==> config.mk <==
export PLATFORM = sky130hd
export DESIGN_NAME = mode_control
export DESIGN_NICKNAME = d
export VERILOG_FILES = /design/src/inc/mode_pkg.sv /design/src/inc/timer_if.sv /design/src/hw/mode_control.sv /design/src/hw/phase_timer.sv /design/src/hw/pin_sync.sv
export SDC_FILE = /design/constraint.sdc
export NUM_CORES = 1
export LEC_CHECK = 0
export CAP_MARGIN = 5
export CORE_MARGIN = 2
export CORE_UTILIZATION = 25
export DETAILED_ROUTE_END_ITERATION = 10
export DONT_BUFFER_PORTS = 1
export HOLD_SLACK_MARGIN = 0.12
export PLACE_DENSITY = 0.37
export SLEW_MARGIN = 20
export SYNTH_ARGS = -nofsm -noshare
export SYNTH_HDL_FRONTEND = slang
export SYNTH_SLANG_ARGS = --single-unit
==> constraint.sdc <==
create_clock -name i_clk -period 12.1 [get_ports i_clk]
set_clock_uncertainty 0.2 [all_clocks]
set_input_delay 1.815 -clock i_clk [delete_from_list [all_inputs] [get_ports i_clk]]
set_output_delay 1.815 -clock i_clk [all_outputs]
set_load 0.005 [all_outputs]
==> src/inc/mode_pkg.sv <==
// Shared constants, types and helpers for the analog computer mode control.
// Assumes a single 10 MHz clock; every time below is turned into cycles or ticks here.
package mode_pkg;

  // ==========================================================================
  // Clock and time base
  localparam int CLK_PERIOD_NS = 100;
  localparam int TICK_US       = 500;                           // Base tick 0.5 ms
  localparam int TICK_CYCLES   = TICK_US * 1000 / CLK_PERIOD_NS; // 5000 cycles
  localparam int DECADE        = 10;                            // Step between ranges
  localparam int SCALE_MID     = DECADE;
  localparam int SCALE_LONG    = DECADE * DECADE;

  // ==========================================================================
  // Phase lengths of the shortest range; the others are decades of it
  localparam int RUN_MIN_US = 5000;
  localparam int RUN_MAX_US = 100000;
  localparam int IC_MIN_US  = 5000;
  localparam int IC_MAX_US  = 50000;
  localparam logic [7:0] RUN_MIN_TICKS  = 8'(RUN_MIN_US / TICK_US);
  localparam logic [7:0] RUN_SPAN_TICKS = 8'((RUN_MAX_US - RUN_MIN_US) / TICK_US);
  localparam logic [7:0] IC_MIN_TICKS   = 8'(IC_MIN_US / TICK_US);
  localparam logic [7:0] IC_SPAN_TICKS  = 8'((IC_MAX_US - IC_MIN_US) / TICK_US);

  // Overload lamp half period, about 1.5 Hz blink
  localparam int BLINK_HALF_US    = 333000;
  localparam int BLINK_HALF_TICKS = BLINK_HALF_US / TICK_US;

  // ==========================================================================
  // Duration selector positions and operating modes
  localparam logic [1:0] RANGE_SHORT = 2'h0;
  localparam logic [1:0] RANGE_MID   = 2'h1;
  localparam logic [1:0] RANGE_LONG  = 2'h2;
  localparam logic [1:0] RANGE_EXT   = 2'h3;

  typedef enum logic [2:0] {
    MODE_BAL, MODE_IC, MODE_RUN, MODE_FREEZE, MODE_REP
  } mode_t;
  localparam mode_t MODE_RESET = MODE_BAL;

  // Phase length in ticks: minimum plus fine fraction of the span
  function automatic logic [7:0] phase_ticks(input logic [7:0] min_t,
                                             input logic [7:0] span_t,
                                             input logic [7:0] fine);
    logic [15:0] prod;
    prod = span_t * fine;
    return 8'(min_t + prod[15:8]);
  endfunction

endpackage

==> src/inc/timer_if.sv <==
// Link between the mode controller and the repetitive phase timer.
// Assumes both ends run on the same clock.
`timescale 1ns/1ps
`default_nettype none
interface timer_if;
  logic       enable;     // Internal repetitive cycling active
  logic [1:0] range;      // Duration range selector
  logic [7:0] run_fine;   // Run phase fine setting
  logic [7:0] ic_fine;    // Initial-condition phase fine setting
  logic       phase_ic;   // High during initial-condition phase
  logic       base_tick;  // One-cycle pulse every base tick, free running

  modport ctrl  (output enable, range, run_fine, ic_fine,
                 input  phase_ic, base_tick);
  modport timer (input  enable, range, run_fine, ic_fine,
                 output phase_ic, base_tick);
endinterface
`default_nettype wire

==> src/hw/mode_control.sv <==
// Mode control of an analog computer control centre: mode select, integrator
// relay drive, repetitive cycling, overload freeze, power and board interlocks.
// Assumes every panel and pin input is asynchronous and slow; relay drivers
// outside turn the registered outputs into coil current.
`timescale 1ns/1ps
`default_nettype none

module mode_control
  import mode_pkg::*;
#(
  parameter int TICK_CYCLES_P = TICK_CYCLES
) (
  input  wire logic        i_clk,
  input  wire logic        i_rst,
  // Mode push buttons
  input  wire logic        i_sel_balance,
  input  wire logic        i_sel_initial_condition,
  input  wire logic        i_sel_run,
  input  wire logic        i_sel_freeze,
  input  wire logic        i_sel_repetitive,
  // Duration selector and fine settings
  input  wire logic [1:0]  i_range_sel,
  input  wire logic [7:0]  i_run_fine,
  input  wire logic [7:0]  i_ic_fine,
  // External mode logic lines, high true
  input  wire logic        i_ext_freeze,
  input  wire logic        i_ext_run,
  input  wire logic        i_ext_initial_condition,
  // Overload
  input  wire logic        i_overload_any,
  input  wire logic        i_overload_freeze_enable,
  input  wire logic        i_overload_freeze_clear,
  // Power and interlocks
  input  wire logic        i_main_power_sw,
  input  wire logic        i_amp_power_sw,
  input  wire logic        i_overvoltage_supply,
  input  wire logic        i_overvoltage_amp,
  input  wire logic        i_board_seated,
  input  wire logic        i_arm_raised,
  // Relay drives and indicators
  output logic             o_initial_condition_relay,
  output logic             o_freeze_relay,
  output logic             o_balance_relay,
  output logic             o_potset_relay,
  output logic             o_cycle_phase,
  output logic             o_running,
  output logic             o_overload_lamp,
  output logic             o_oven_lamp,
  output logic             o_relay_supply_en,
  output logic             o_amp_power_en,
  output mode_pkg::mode_t  o_mode
);
  import mode_pkg::*;

  localparam int SW = 35;

  timer_if tif ();

  // ==========================================================================
  // Input synchronisers
  logic [SW-1:0] pins;
  logic [SW-1:0] pins_s;
  logic          b_bal, b_ic, b_run, b_frz, b_rep;
  logic [1:0]    range_s;
  logic [7:0]    run_fine_s, ic_fine_s;
  logic          ext_frz, ext_run, ext_ic;
  logic          ol_any, ol_en, ol_clr;
  logic          main_sw, amp_sw, ov_sup, ov_amp, seated, arm_up;

  // All pins in one vector so a single synchroniser covers them
  assign pins = {i_sel_balance, i_sel_initial_condition, i_sel_run,
                 i_sel_freeze, i_sel_repetitive, i_range_sel,
                 i_run_fine, i_ic_fine, i_ext_freeze, i_ext_run,
                 i_ext_initial_condition, i_overload_any,
                 i_overload_freeze_enable, i_overload_freeze_clear,
                 i_main_power_sw, i_amp_power_sw, i_overvoltage_supply,
                 i_overvoltage_amp, i_board_seated, i_arm_raised};

  pin_sync #(
    .W      (SW)
  ) u_sync (
    .i_clk  (i_clk),
    .i_rst  (i_rst),
    .i_async(pins),
    .o_sync (pins_s)
  );

  // Unpack in the same order as packed
  assign {b_bal, b_ic, b_run, b_frz, b_rep, range_s,
          run_fine_s, ic_fine_s, ext_frz, ext_run, ext_ic,
          ol_any, ol_en, ol_clr, main_sw, amp_sw, ov_sup,
          ov_amp, seated, arm_up} = pins_s;

  // ==========================================================================
  // Edge detection of buttons and the overload re-engage control
  logic [5:0] btn_q_r, btn_q_nxt;
  logic [5:0] btn_now;
  logic [5:0] press;

  // Only a fresh press acts; a held button does not re-trigger
  always_comb
  begin
    btn_now   = {b_bal, b_ic, b_run, b_frz, b_rep, ol_clr};
    press     = btn_now & ~btn_q_r;
    btn_q_nxt = btn_now;
  end

  always_ff @(posedge i_clk)
  begin
    if (i_rst)
      btn_q_r <= '0;
    else
      btn_q_r <= btn_q_nxt;
  end

  // ==========================================================================
  // Mode selection
  mode_t mode_r, mode_nxt;

  // Priority picks a single mode even if buttons are pressed together
  always_comb
  begin
    mode_nxt = mode_r;
    if (press[5])
      mode_nxt = MODE_BAL;
    else if (press[4])
      mode_nxt = MODE_IC;
    else if (press[3])
      mode_nxt = MODE_RUN;
    else if (press[2])
      mode_nxt = MODE_FREEZE;
    else if (press[1])
      mode_nxt = MODE_REP;
  end

  always_ff @(posedge i_clk)
  begin
    if (i_rst)
      mode_r <= MODE_RESET;
    else
      mode_r <= mode_nxt;
  end

  // ==========================================================================
  // Power supplies, overvoltage latches and board interlock
  logic ov_sup_r, ov_sup_nxt;
  logic ov_amp_r, ov_amp_nxt;
  logic supply_r, supply_nxt;
  logic amp_r,    amp_nxt;
  logic board_ok;

  // A latch clears only with its switch off, so power returns on the next
  // switch-on; a new overvoltage wins over the clear
  always_comb
  begin
    ov_sup_nxt = ov_sup_r;
    ov_amp_nxt = ov_amp_r;
    if (!main_sw)
      ov_sup_nxt = 1'b0;
    if (ov_sup)
      ov_sup_nxt = 1'b1;
    if (!amp_sw)
      ov_amp_nxt = 1'b0;
    if (ov_amp)
      ov_amp_nxt = 1'b1;
    board_ok   = seated && arm_up;
    supply_nxt = main_sw && !ov_sup_r && !ov_sup;
    // Amplifier switch counts only with the relay supply up
    amp_nxt    = supply_nxt && amp_sw && !ov_amp_r && !ov_amp
                 && board_ok;
  end

  // Supply enable never looks at the amplifier switch
  always_ff @(posedge i_clk)
  begin
    if (i_rst)
    begin
      ov_sup_r <= 1'b0;
      ov_amp_r <= 1'b0;
      supply_r <= 1'b0;
      amp_r    <= 1'b0;
    end
    else
    begin
      ov_sup_r <= ov_sup_nxt;
      ov_amp_r <= ov_amp_nxt;
      supply_r <= supply_nxt;
      amp_r    <= amp_nxt;
    end
  end

  // ==========================================================================
  // Overload freeze latch
  logic ol_r, ol_nxt;

  // Re-engaging the control clears; a standing overload sets again at once
  always_comb
  begin
    ol_nxt = ol_r;
    if (press[0])
      ol_nxt = 1'b0;
    if (ol_en && ol_any)
      ol_nxt = 1'b1;
  end

  always_ff @(posedge i_clk)
  begin
    if (i_rst)
      ol_r <= 1'b0;
    else
      ol_r <= ol_nxt;
  end

  // ==========================================================================
  // Overload lamp blink divider, counts base ticks and never stops
  logic [9:0] blink_cnt_r, blink_cnt_nxt;
  logic       blink_r,     blink_nxt;

  always_comb
  begin
    blink_cnt_nxt = blink_cnt_r;
    blink_nxt     = blink_r;
    if (tif.base_tick)
    begin
      if (blink_cnt_r == 10'(BLINK_HALF_TICKS - 1))
      begin
        blink_cnt_nxt = '0;
        blink_nxt     = !blink_r;
      end
      else
        blink_cnt_nxt = 10'(blink_cnt_r + 10'h001);
    end
  end

  always_ff @(posedge i_clk)
  begin
    if (i_rst)
    begin
      blink_cnt_r <= '0;
      blink_r     <= 1'b0;
    end
    else
    begin
      blink_cnt_r <= blink_cnt_nxt;
      blink_r     <= blink_nxt;
    end
  end

  // ==========================================================================
  // Repetitive timer link
  logic rep_ext;

  // Internal timer runs only with power up and the selector off external
  assign rep_ext      = (mode_r == MODE_REP) && (range_s == RANGE_EXT);
  assign tif.enable   = (mode_r == MODE_REP) && !rep_ext && amp_r;
  assign tif.range    = range_s;
  assign tif.run_fine = run_fine_s;
  assign tif.ic_fine  = ic_fine_s;

  phase_timer #(
    .TICK_CYCLES_P(TICK_CYCLES_P)
  ) u_timer (
    .i_clk        (i_clk),
    .i_rst        (i_rst),
    .tif          (tif.timer)
  );

  // ==========================================================================
  // Relay decode
  logic ic_nxt, frz_nxt, bal_nxt, phase_nxt, run_nxt;

  always_comb
  begin
    ic_nxt    = 1'b0;
    frz_nxt   = 1'b0;
    bal_nxt   = 1'b0;
    phase_nxt = 1'b0;
    case (mode_r)
      MODE_BAL:
        bal_nxt = 1'b1;
      MODE_IC:
        ic_nxt = 1'b1;
      MODE_RUN:
        ic_nxt = 1'b0;
      MODE_FREEZE:
        frz_nxt = 1'b1;
      MODE_REP:
      begin
        if (rep_ext)
        begin
          // Freeze line outranks IC, IC outranks run, none means run
          if (ext_frz)
            frz_nxt = 1'b1;
          else if (ext_ic)
            ic_nxt = 1'b1;
          else if (ext_run)
            ic_nxt = 1'b0;
          phase_nxt = ext_ic && !ext_frz;
        end
        else
        begin
          ic_nxt    = tif.phase_ic;
          phase_nxt = tif.phase_ic;
        end
      end
      default:
        bal_nxt = 1'b1;
    endcase
    if (ic_nxt)
      frz_nxt = 1'b1;
    if (ol_r)
      frz_nxt = 1'b1;
    // Without power or board, integrators are parked in IC and hold;
    // balance drops so two contradictory modes never share the relays
    if (!amp_r)
    begin
      ic_nxt  = 1'b1;
      frz_nxt = 1'b1;
      bal_nxt = 1'b0;
    end
    run_nxt = !ic_nxt && !frz_nxt && !bal_nxt;
  end

  // ==========================================================================
  // Output registers
  logic ic_out_r, frz_out_r, bal_out_r, phase_r, run_r, ol_lamp_r;

  always_ff @(posedge i_clk)
  begin
    if (i_rst)
    begin
      ic_out_r  <= 1'b0;
      frz_out_r <= 1'b0;
      bal_out_r <= 1'b0;
      phase_r   <= 1'b0;
      run_r     <= 1'b0;
      ol_lamp_r <= 1'b0;
    end
    else
    begin
      ic_out_r  <= ic_nxt;
      frz_out_r <= frz_nxt;
      bal_out_r <= bal_nxt;
      phase_r   <= phase_nxt;
      run_r     <= run_nxt;
      ol_lamp_r <= ol_any && blink_r;
    end
  end

  // Balance and pot-set share one drive on purpose
  assign o_initial_condition_relay = ic_out_r;
  assign o_freeze_relay            = frz_out_r;
  assign o_balance_relay           = bal_out_r;
  assign o_potset_relay            = bal_out_r;
  assign o_cycle_phase             = phase_r;
  assign o_running                 = run_r;
  assign o_overload_lamp           = ol_lamp_r;
  assign o_oven_lamp               = supply_r;
  assign o_relay_supply_en         = supply_r;
  assign o_amp_power_en            = amp_r;
  assign o_mode                    = mode_r;
endmodule // mode_control
`default_nettype wire

==> src/hw/phase_timer.sv <==
// Repetitive cycle timer: alternates initial-condition and run phases.
// Assumes the controller holds enable low outside internal repetitive cycling.
`timescale 1ns/1ps
`default_nettype none
module phase_timer
  import mode_pkg::*;
#(
  parameter int TICK_CYCLES_P = TICK_CYCLES
) (
  input  wire logic i_clk,
  input  wire logic i_rst,
  timer_if.timer    tif
);
  localparam int BW = $clog2(TICK_CYCLES_P + 1);

  logic [BW-1:0] base_r,  base_nxt;
  logic          tick_r,  tick_nxt;
  logic [6:0]    dec_r,   dec_nxt;
  logic [7:0]    cnt_r,   cnt_nxt;
  logic          ic_r,    ic_nxt;
  logic [6:0]    scale;
  logic [7:0]    len;
  logic          step;

  // ==========================================================================
  // Base tick divider runs free so the blink never stops
  always_comb
  begin
    tick_nxt = (base_r == BW'(TICK_CYCLES_P - 1));
    base_nxt = tick_nxt ? '0 : BW'(base_r + 1'b1);
  end

  // Range scaling and phase counting; starts every cycle in the IC phase
  always_comb
  begin
    case (tif.range)
      RANGE_MID:  scale = 7'(SCALE_MID);
      RANGE_LONG: scale = 7'(SCALE_LONG);
      default:    scale = 7'h01;
    endcase
    len = ic_r ? phase_ticks(IC_MIN_TICKS, IC_SPAN_TICKS, tif.ic_fine)
               : phase_ticks(RUN_MIN_TICKS, RUN_SPAN_TICKS, tif.run_fine);
    step    = tick_r && (dec_r == 7'(scale - 7'h01));
    dec_nxt = dec_r;
    cnt_nxt = cnt_r;
    ic_nxt  = ic_r;
    if (!tif.enable)
    begin
      dec_nxt = '0;
      cnt_nxt = '0;
      ic_nxt  = 1'b1;
    end
    else if (tick_r)
    begin
      dec_nxt = step ? 7'h00 : 7'(dec_r + 7'h01);
      if (step)
      begin
        if (8'(cnt_r + 8'h01) >= len)
        begin
          cnt_nxt = '0;
          ic_nxt  = !ic_r;
        end
        else
          cnt_nxt = 8'(cnt_r + 8'h01);
      end
    end
  end

  always_ff @(posedge i_clk)
  begin
    if (i_rst)
    begin
      base_r <= '0;
      tick_r <= 1'b0;
      dec_r  <= '0;
      cnt_r  <= '0;
      ic_r   <= 1'b1;
    end
    else
    begin
      base_r <= base_nxt;
      tick_r <= tick_nxt;
      dec_r  <= dec_nxt;
      cnt_r  <= cnt_nxt;
      ic_r   <= ic_nxt;
    end
  end

  assign tif.phase_ic  = ic_r;
  assign tif.base_tick = tick_r;
endmodule // phase_timer
`default_nettype wire

==> src/hw/pin_sync.sv <==
// Two-flop synchroniser for a bundle of slow asynchronous panel inputs.
// Assumes each bit changes slowly; bits of a bus may settle one cycle apart.
`timescale 1ns/1ps
`default_nettype none
module pin_sync #(
  parameter int W = 1
) (
  input  wire logic         i_clk,
  input  wire logic         i_rst,
  input  wire logic [W-1:0] i_async,
  output logic      [W-1:0] o_sync
);
  logic [W-1:0] meta_r;
  logic [W-1:0] sync_r;

  // ==========================================================================
  // First stage feeds only the second stage
  always_ff @(posedge i_clk)
  begin
    if (i_rst)
    begin
      meta_r <= '0;
      sync_r <= '0;
    end
    else
    begin
      meta_r <= i_async;
      sync_r <= meta_r;
    end
  end

  assign o_sync = sync_r;
endmodule // pin_sync
`default_nettype wire

Word-level counts from Yosys, hierarchy flattened
Cells that the tools add are included.
- flip-flop bits (word level): 131
- output and inout bits: 13
- input port bits: 37
- bitwise gates (word level): 4
- equal/unequal tests: 12
- add/sub/neg operators: 7
- magnitude comparators: 1
- muxes and demuxes: 29
- multiply operators: 2
- reduce and logical (&&, ||, !) cells: 40
- operator list (kind ; number):
    1-bit 2-to-1 mux ; 19
    1-bit logical AND ; 16
    8-bit 2-to-1 mux ; 2
    7-bit by 8-bit multiplier with 15-bit output, first input constant ; 1
    6-bit by 8-bit multiplier with 14-bit output, first input constant ; 1
    7-bit case mux with 2 select lines ; 1
    13-bit by 1-bit adder with 13-bit output, second input constant ; 1
    13-bit equality test, second input constant ; 1
    1-bit zero test ; 11
    10-bit by 1-bit adder with 10-bit output, second input constant ; 1
    10-bit equality test, second input constant ; 1
    10-bit 2-to-1 mux ; 1
    4-bit by 7-bit adder with 8-bit output, first input constant ; 1
    4-bit by 8-bit adder with 8-bit output, first input constant ; 1
    8-bit by 1-bit adder with 8-bit output, second input constant ; 1
    8-bit greater-or-equal comparator ; 1
    2-bit OR reduction ; 4
    7-bit by 1-bit adder with 7-bit output, second input constant ; 1
    7-bit equality test ; 1
    7-bit 2-to-1 mux ; 1
    7-bit by 1-bit subtractor with 7-bit output, second input constant ; 1
    6-bit AND ; 1
    3-bit by 2-bit equality test with 1-bit output, second input constant ; 2
    2-bit 2-to-1 mux ; 3
    other kinds (16) ; 21

Longest topological paths before layout
- depth after elaboration: 10
- depth in mapped cells: 24
- mapped depth without buffers: 23

Cells and area by module
A second synthesis with hierarchy kept.
- cells, all modules: 703
- area, all modules: 6946.7 µm²
- modules (own cells, without submodules) (module ; cells an instance ; times used ; area an instance (µm²)):
    phase_timer ; 425 ; 1 ; 3818.7
    pin_sync ; 147 ; 1 ; 1874.3
    mode_control ; 131 ; 1 ; 1253.7

Least setup slack after synthesis
Ideal clock, no wire load.
- path kind: reg2reg
- start: reg u_sync.sync_r[24], in the netlist u_sync.o_sync[24]
- end: reg u_timer.cnt_r[3]
- library setup time: 0.070 ns
- cell stages (with the launch flop): 25
- arrival time: 5.445 ns
- period minus slack after synthesis: 5.715 ns
- slack: 6.385 ns
- cell sequence: dfxtp_1 fa_1 inv_1 fa_1 inv_1 fa_1 inv_1 fa_1 inv_1 ha_1 nor3_1 nor2_1 nand2_1 xnor2_1 mux2_2 ha_1 inv_1 ha_1 a21o_1 a21o_1 a21o_1 a2111oi_4 buf_4 o211ai_1 a21oi_1
- word-level cells in the longest chain between the ends: 5
- RTL lines (element ; RTL line ; text):
    from (decl) ; pin_sync.sv:14 ; logic [W-1:0] sync_r;
    from (signal assigned) ; pin_sync.sv:28 ; sync_r <= meta_r;
    7-bit by 8-bit multiplier with 15-bit output ; mode_pkg.sv:46 ; prod = span_t * fine;
    4-bit by 8-bit adder with 8-bit output ; mode_pkg.sv:47 ; return 8'(min_t + prod[15:8]);
    8-bit 2-to-1 mux ; phase_timer.sv:41 ; len = ic_r ? phase_ticks(IC_MIN_TICKS, IC_SPAN_TICKS, tif.ic_fine)
    8-bit greater-or-equal comparator ; phase_timer.sv:58 ; if (8'(cnt_r + 8'h01) >= len)
    8-bit 2-to-1 mux ; phase_timer.sv:58 ;
    to (signal assigned) ; phase_timer.sv:84 ; cnt_r <= cnt_nxt;
    to (decl) ; phase_timer.sv:19 ; logic [7:0] cnt_r, cnt_nxt;
Every way passes these cells.
A chain may end at the register's enable or synchronous reset.

Worst setup path in the final report
- start: reg u_sync.sync_r[22], in the netlist u_sync.o_sync[22]
- end: reg u_timer.ic_r, in the netlist u_timer.tif.phase_ic
- word-level cells in the longest chain between the ends: 5
- RTL lines (element ; RTL line ; text):
    7-bit by 8-bit multiplier with 15-bit output ; mode_pkg.sv:46 ;
    4-bit by 8-bit adder with 8-bit output ; mode_pkg.sv:47 ;
    8-bit 2-to-1 mux ; phase_timer.sv:41 ;
    8-bit greater-or-equal comparator ; phase_timer.sv:58 ;
    3-bit AND reduction (no source line) ; - ;
    to (signal assigned) ; phase_timer.sv:85 ; ic_r <= ic_nxt;
    to (decl) ; phase_timer.sv:20 ; logic ic_r, ic_nxt;
Every way passes these cells.

==> flow_summary.json <==
{
  "arrival_ns": 6.52,
  "fill_cells": 2810,
  "antenna_found_initial": 0,
  "ys_ff_latch": 129,
  "finalCritPeriodShare_pct": 53.5,
  "fmax_mhz": 154,
  "tightest_slew_ns": 0.862,
  "seqCellArea_mm2": 0.00258,
  "cp.buffers_inverters": 4,
  "worstPathRequired_ns": 12.15,
  "initial_core_util_pct": 25.4,
  "max_cap_violations": 0,
  "status": "finished clean",
  "synth-compound-area-share_pct": 7.56,
  "rows": 60,
  "synth_cells": 699,
  "tritoncts": "built",
  "finalCriticalPeriod_ns": 6.48,
  "numCtsBuffers": 17,
  "layout.cells.non_filler": 1053,
  "irDropWorstVdd_v": 0.0000925,
  "power.density_mw_per_mm2": 139,
  "synth.distinct_cells": 58,
  "p_sw_share_pct": 24.4,
  "finalHoldViolCount": 0,
  "drive_gt1_share_pct": 6.60,
  "root_buffer": "clkbuf_16",
  "crit_slowest_cell": "a21oi_1",
  "cts_setup_buffers": 0,
  "clkPwrFrac_pct": 48.6,
  "dpl_cell_area_mm2": 0.00720,
  "synthMuxAreaShare_pct": 0.658,
  "synth.yosys.warnings": 0,
  "hold_class": "reg -> reg",
  "dr.pass1.iters": 4,
  "tns_ns": 0,
  "nets": 844,
  "wl_per_cell_um": 12.4,
  "cts_resized": 0,
  "power_uw": 1080,
  "vias": 4471,
  "antennaDiodeCount": 0,
  "numPortBuffers": 0,
  "synth_fp_nets": 842,
  "avgSynthCellArea_um2": 9.80,
  "die_h_um": 170,
  "grt.total_usage_pct": 9.88,
  "grt_pass1_wl_mm": 22.7,
  "drcViolationCount": 0,
  "netSwitchingPower_uw": 264,
  "seqPwrFrac_pct": 41.3,
  "finalHoldWorstSlack_ns": 0.236,
  "synth_edf_count": 0,
  "worstSetupPathType": "reg -> reg",
  "synth-xor-area-share_pct": 6.52,
  "synth_area_leaders": "dfxtp_1, ha_1, fa_1",
  "syn_to_final_growth_pct": 13.9,
  "synth_top_family_by_area": "adder cells",
  "setup_viol": 0,
  "io-pin-count": 50,
  "leakagePower_uw": 0.00337,
  "fin_area_mm2": 0.00780,
  "netlist_area_mm2": 0.00685,
  "wirelength_mm": 13.0,
  "cp_max_fo": 12,
  "yosys.area_share.adder_pct": 22.7,
  "end_kind": "flop",
  "die-area_mm2": 0.0287,
  "vias_per_cell": 4.25,
  "intPower_uw": 817,
  "slew_headroom_pct": 41.0,
  "drv_slew": 0,
  "h-tree-depth": 4,
  "dieWidth_um": 170,
  "clk_pin_slew_ns": 0.06,
  "core_region_area_mm2": 0.0270,
  "ys.flop_type": "dfxtp_1",
  "rsz0062_at_grt": "no",
  "start_kind": "flop",
  "cts_buffer_depth": 2,
  "dp_cells": 1023,
  "grt_pass1_vias": 4738,
  "crit_chain": "inv_1, fa_1, inv_1, ha_1, inv_1, fa_1, fa_1, inv_1, ha_1, nand3_1, o2111ai_1, a21oi_1, xor2_1, o21ai_0, ha_1, a41oi_1, a211oi_2, o211ai_1, xor2_1, ha_1, a21oi_1, or4_1, nand3_1",
  "yosys.area_share.simple_pct": 20.0,
  "antenna_left": 0,
  "netlist.area_leader.share_pct": 37.7,
  "synth_seq_area_share_pct": 37.7,
  "drt_iter0_markers": 111,
  "clk_latency_ns": 0.41,
  "pwr-share-comb_pct": 10.1,
  "critPathMaxStageDelay_ns": 0.67,
  "multiInputGateArea_mm2": 0.00393,
  "synthArstFlopShare_pct": 0,
  "routabilityCongestion": 0.765,
  "critPathTopFamily": "adder cells",
  "yosysTopAreaCell": "dfxtp_1",
  "cts.sinks": 129,
  "hold_buffers": 0,
  "grt_max_degree": 87,
  "hpwl_mm": 9.82,
  "grt_overflow_total": 0
}
path summary, 6_finish.rpt:
path                startpoint  depth (start not counted)  slack [ns]                    to
max reg2reg  u_sync.o_sync[22]                         23        5.62  u_timer.tif.phase_ic
min reg2reg  u_sync.meta_r[13]                          1        0.24     u_sync.o_sync[13]
min          u_sync.meta_r[13]                          1        0.24     u_sync.o_sync[13]
max          u_sync.o_sync[22]                         23        5.62  u_timer.tif.phase_ic
worst reg2reg max path, delay by kind of cell, from the launching register on:
kind,cells,cell delay (ns)
AND/OR/NAND/NOR,3,0.37
flip-flops,1,0.46
AO/OA/AOI/OAI,7,1.93
adder cells (fa/ha/maj),7,2.68
XOR/XNOR,2,0.33
buffers and inverters,4,0.31
cell usage after synthesis (12+ instances only):
cell type / count
nand2_1: 44
inv_1: 68
ha_1: 76
a21oi_1: 24
nand3_1: 22
dfxtp_1: 129
fa_1: 30
xnor2_1: 20
clkbuf_1: 12
nor2_1: 57
xor2_1: 31
nor2b_1: 76
final cells by class:
type | count | share of cell area (%)
well taps | 341 | 5.47
flip-flops and latches | 129 | 33.1
multi-input cells | 484 | 50.4
clock inverters | 11 | 2.01
clock buffers | 19 | 5.68
inverters | 68 | 3.27
repair buffers | 1 | 0.0963
through the flow:
stage	worst slack [ns]	utilization, %
2_1_floorplan	6.38	-
3_3_place_gp	5.63	26.7
3_5_place_dp	5.57	26.7
4_1_cts	5.51	28.9
5_1_grt	4.99	28.9
6_report	5.62	28.9
placed cells by master (no fill, tap or decap), drive strengths merged, types with 5 or more instances in the layout:
cell	n
nor2	58
dfxtp	129
nand2b	5
nor2b	76
xnor2	20
nand2	44
a21o	6
xor2	31
ha	76
clkbuf	19
nor3	10
fa	30
o21ai	8
inv	70
and3	9
nand4	8
a21oi	24
nand3	22
o211ai	5
sequential cells by signal, summed over array words and instances (netlist names), 3 cells and up:
| name | cells |
|---|---|
| u_timer.base_r | 13 |
| u_sync.o_sync | 34 |
| o_mode | 3 |
| blink_cnt_r | 10 |
| u_timer.cnt_r | 8 |
| u_sync.meta_r | 34 |
| u_timer.dec_r | 7 |
| btn_q_r | 6 |
layer usage:
layer | up-vias | GRT usage, % | share of wire [%]
li1 | 2319 | - | -
met1 | 2089 | 12.6 | 49
met2 | 55 | 16.3 | 47
met3 | 8 | 2.43 | 3.4
met4 | 0 | 3.57 | 1.1
met5 | - | 0 | 0
kinds of logic after synthesis:
logic type               count (synthesis)
multiplexers                             3
AO/OA/AOI/OAI                           70
flip-flops                             129
AND/OR/NAND/NOR                        254
adder cells (fa/ha/maj)                106
XOR/XNOR                                51
buffers and inverters                   86
power groups by stage:
stage / logic (uW) / clock network (uW) / registers [uW]
CTS: 112 / 546 / 447
floorplan: 92.8 / 0 / 452
global route: 129 / 564 / 448
global placement: 109 / 0 / 456
detailed placement: 110 / 0 / 456
finish: 109 / 526 / 446
Note: power is estimated with default switching activity, not from simulation.
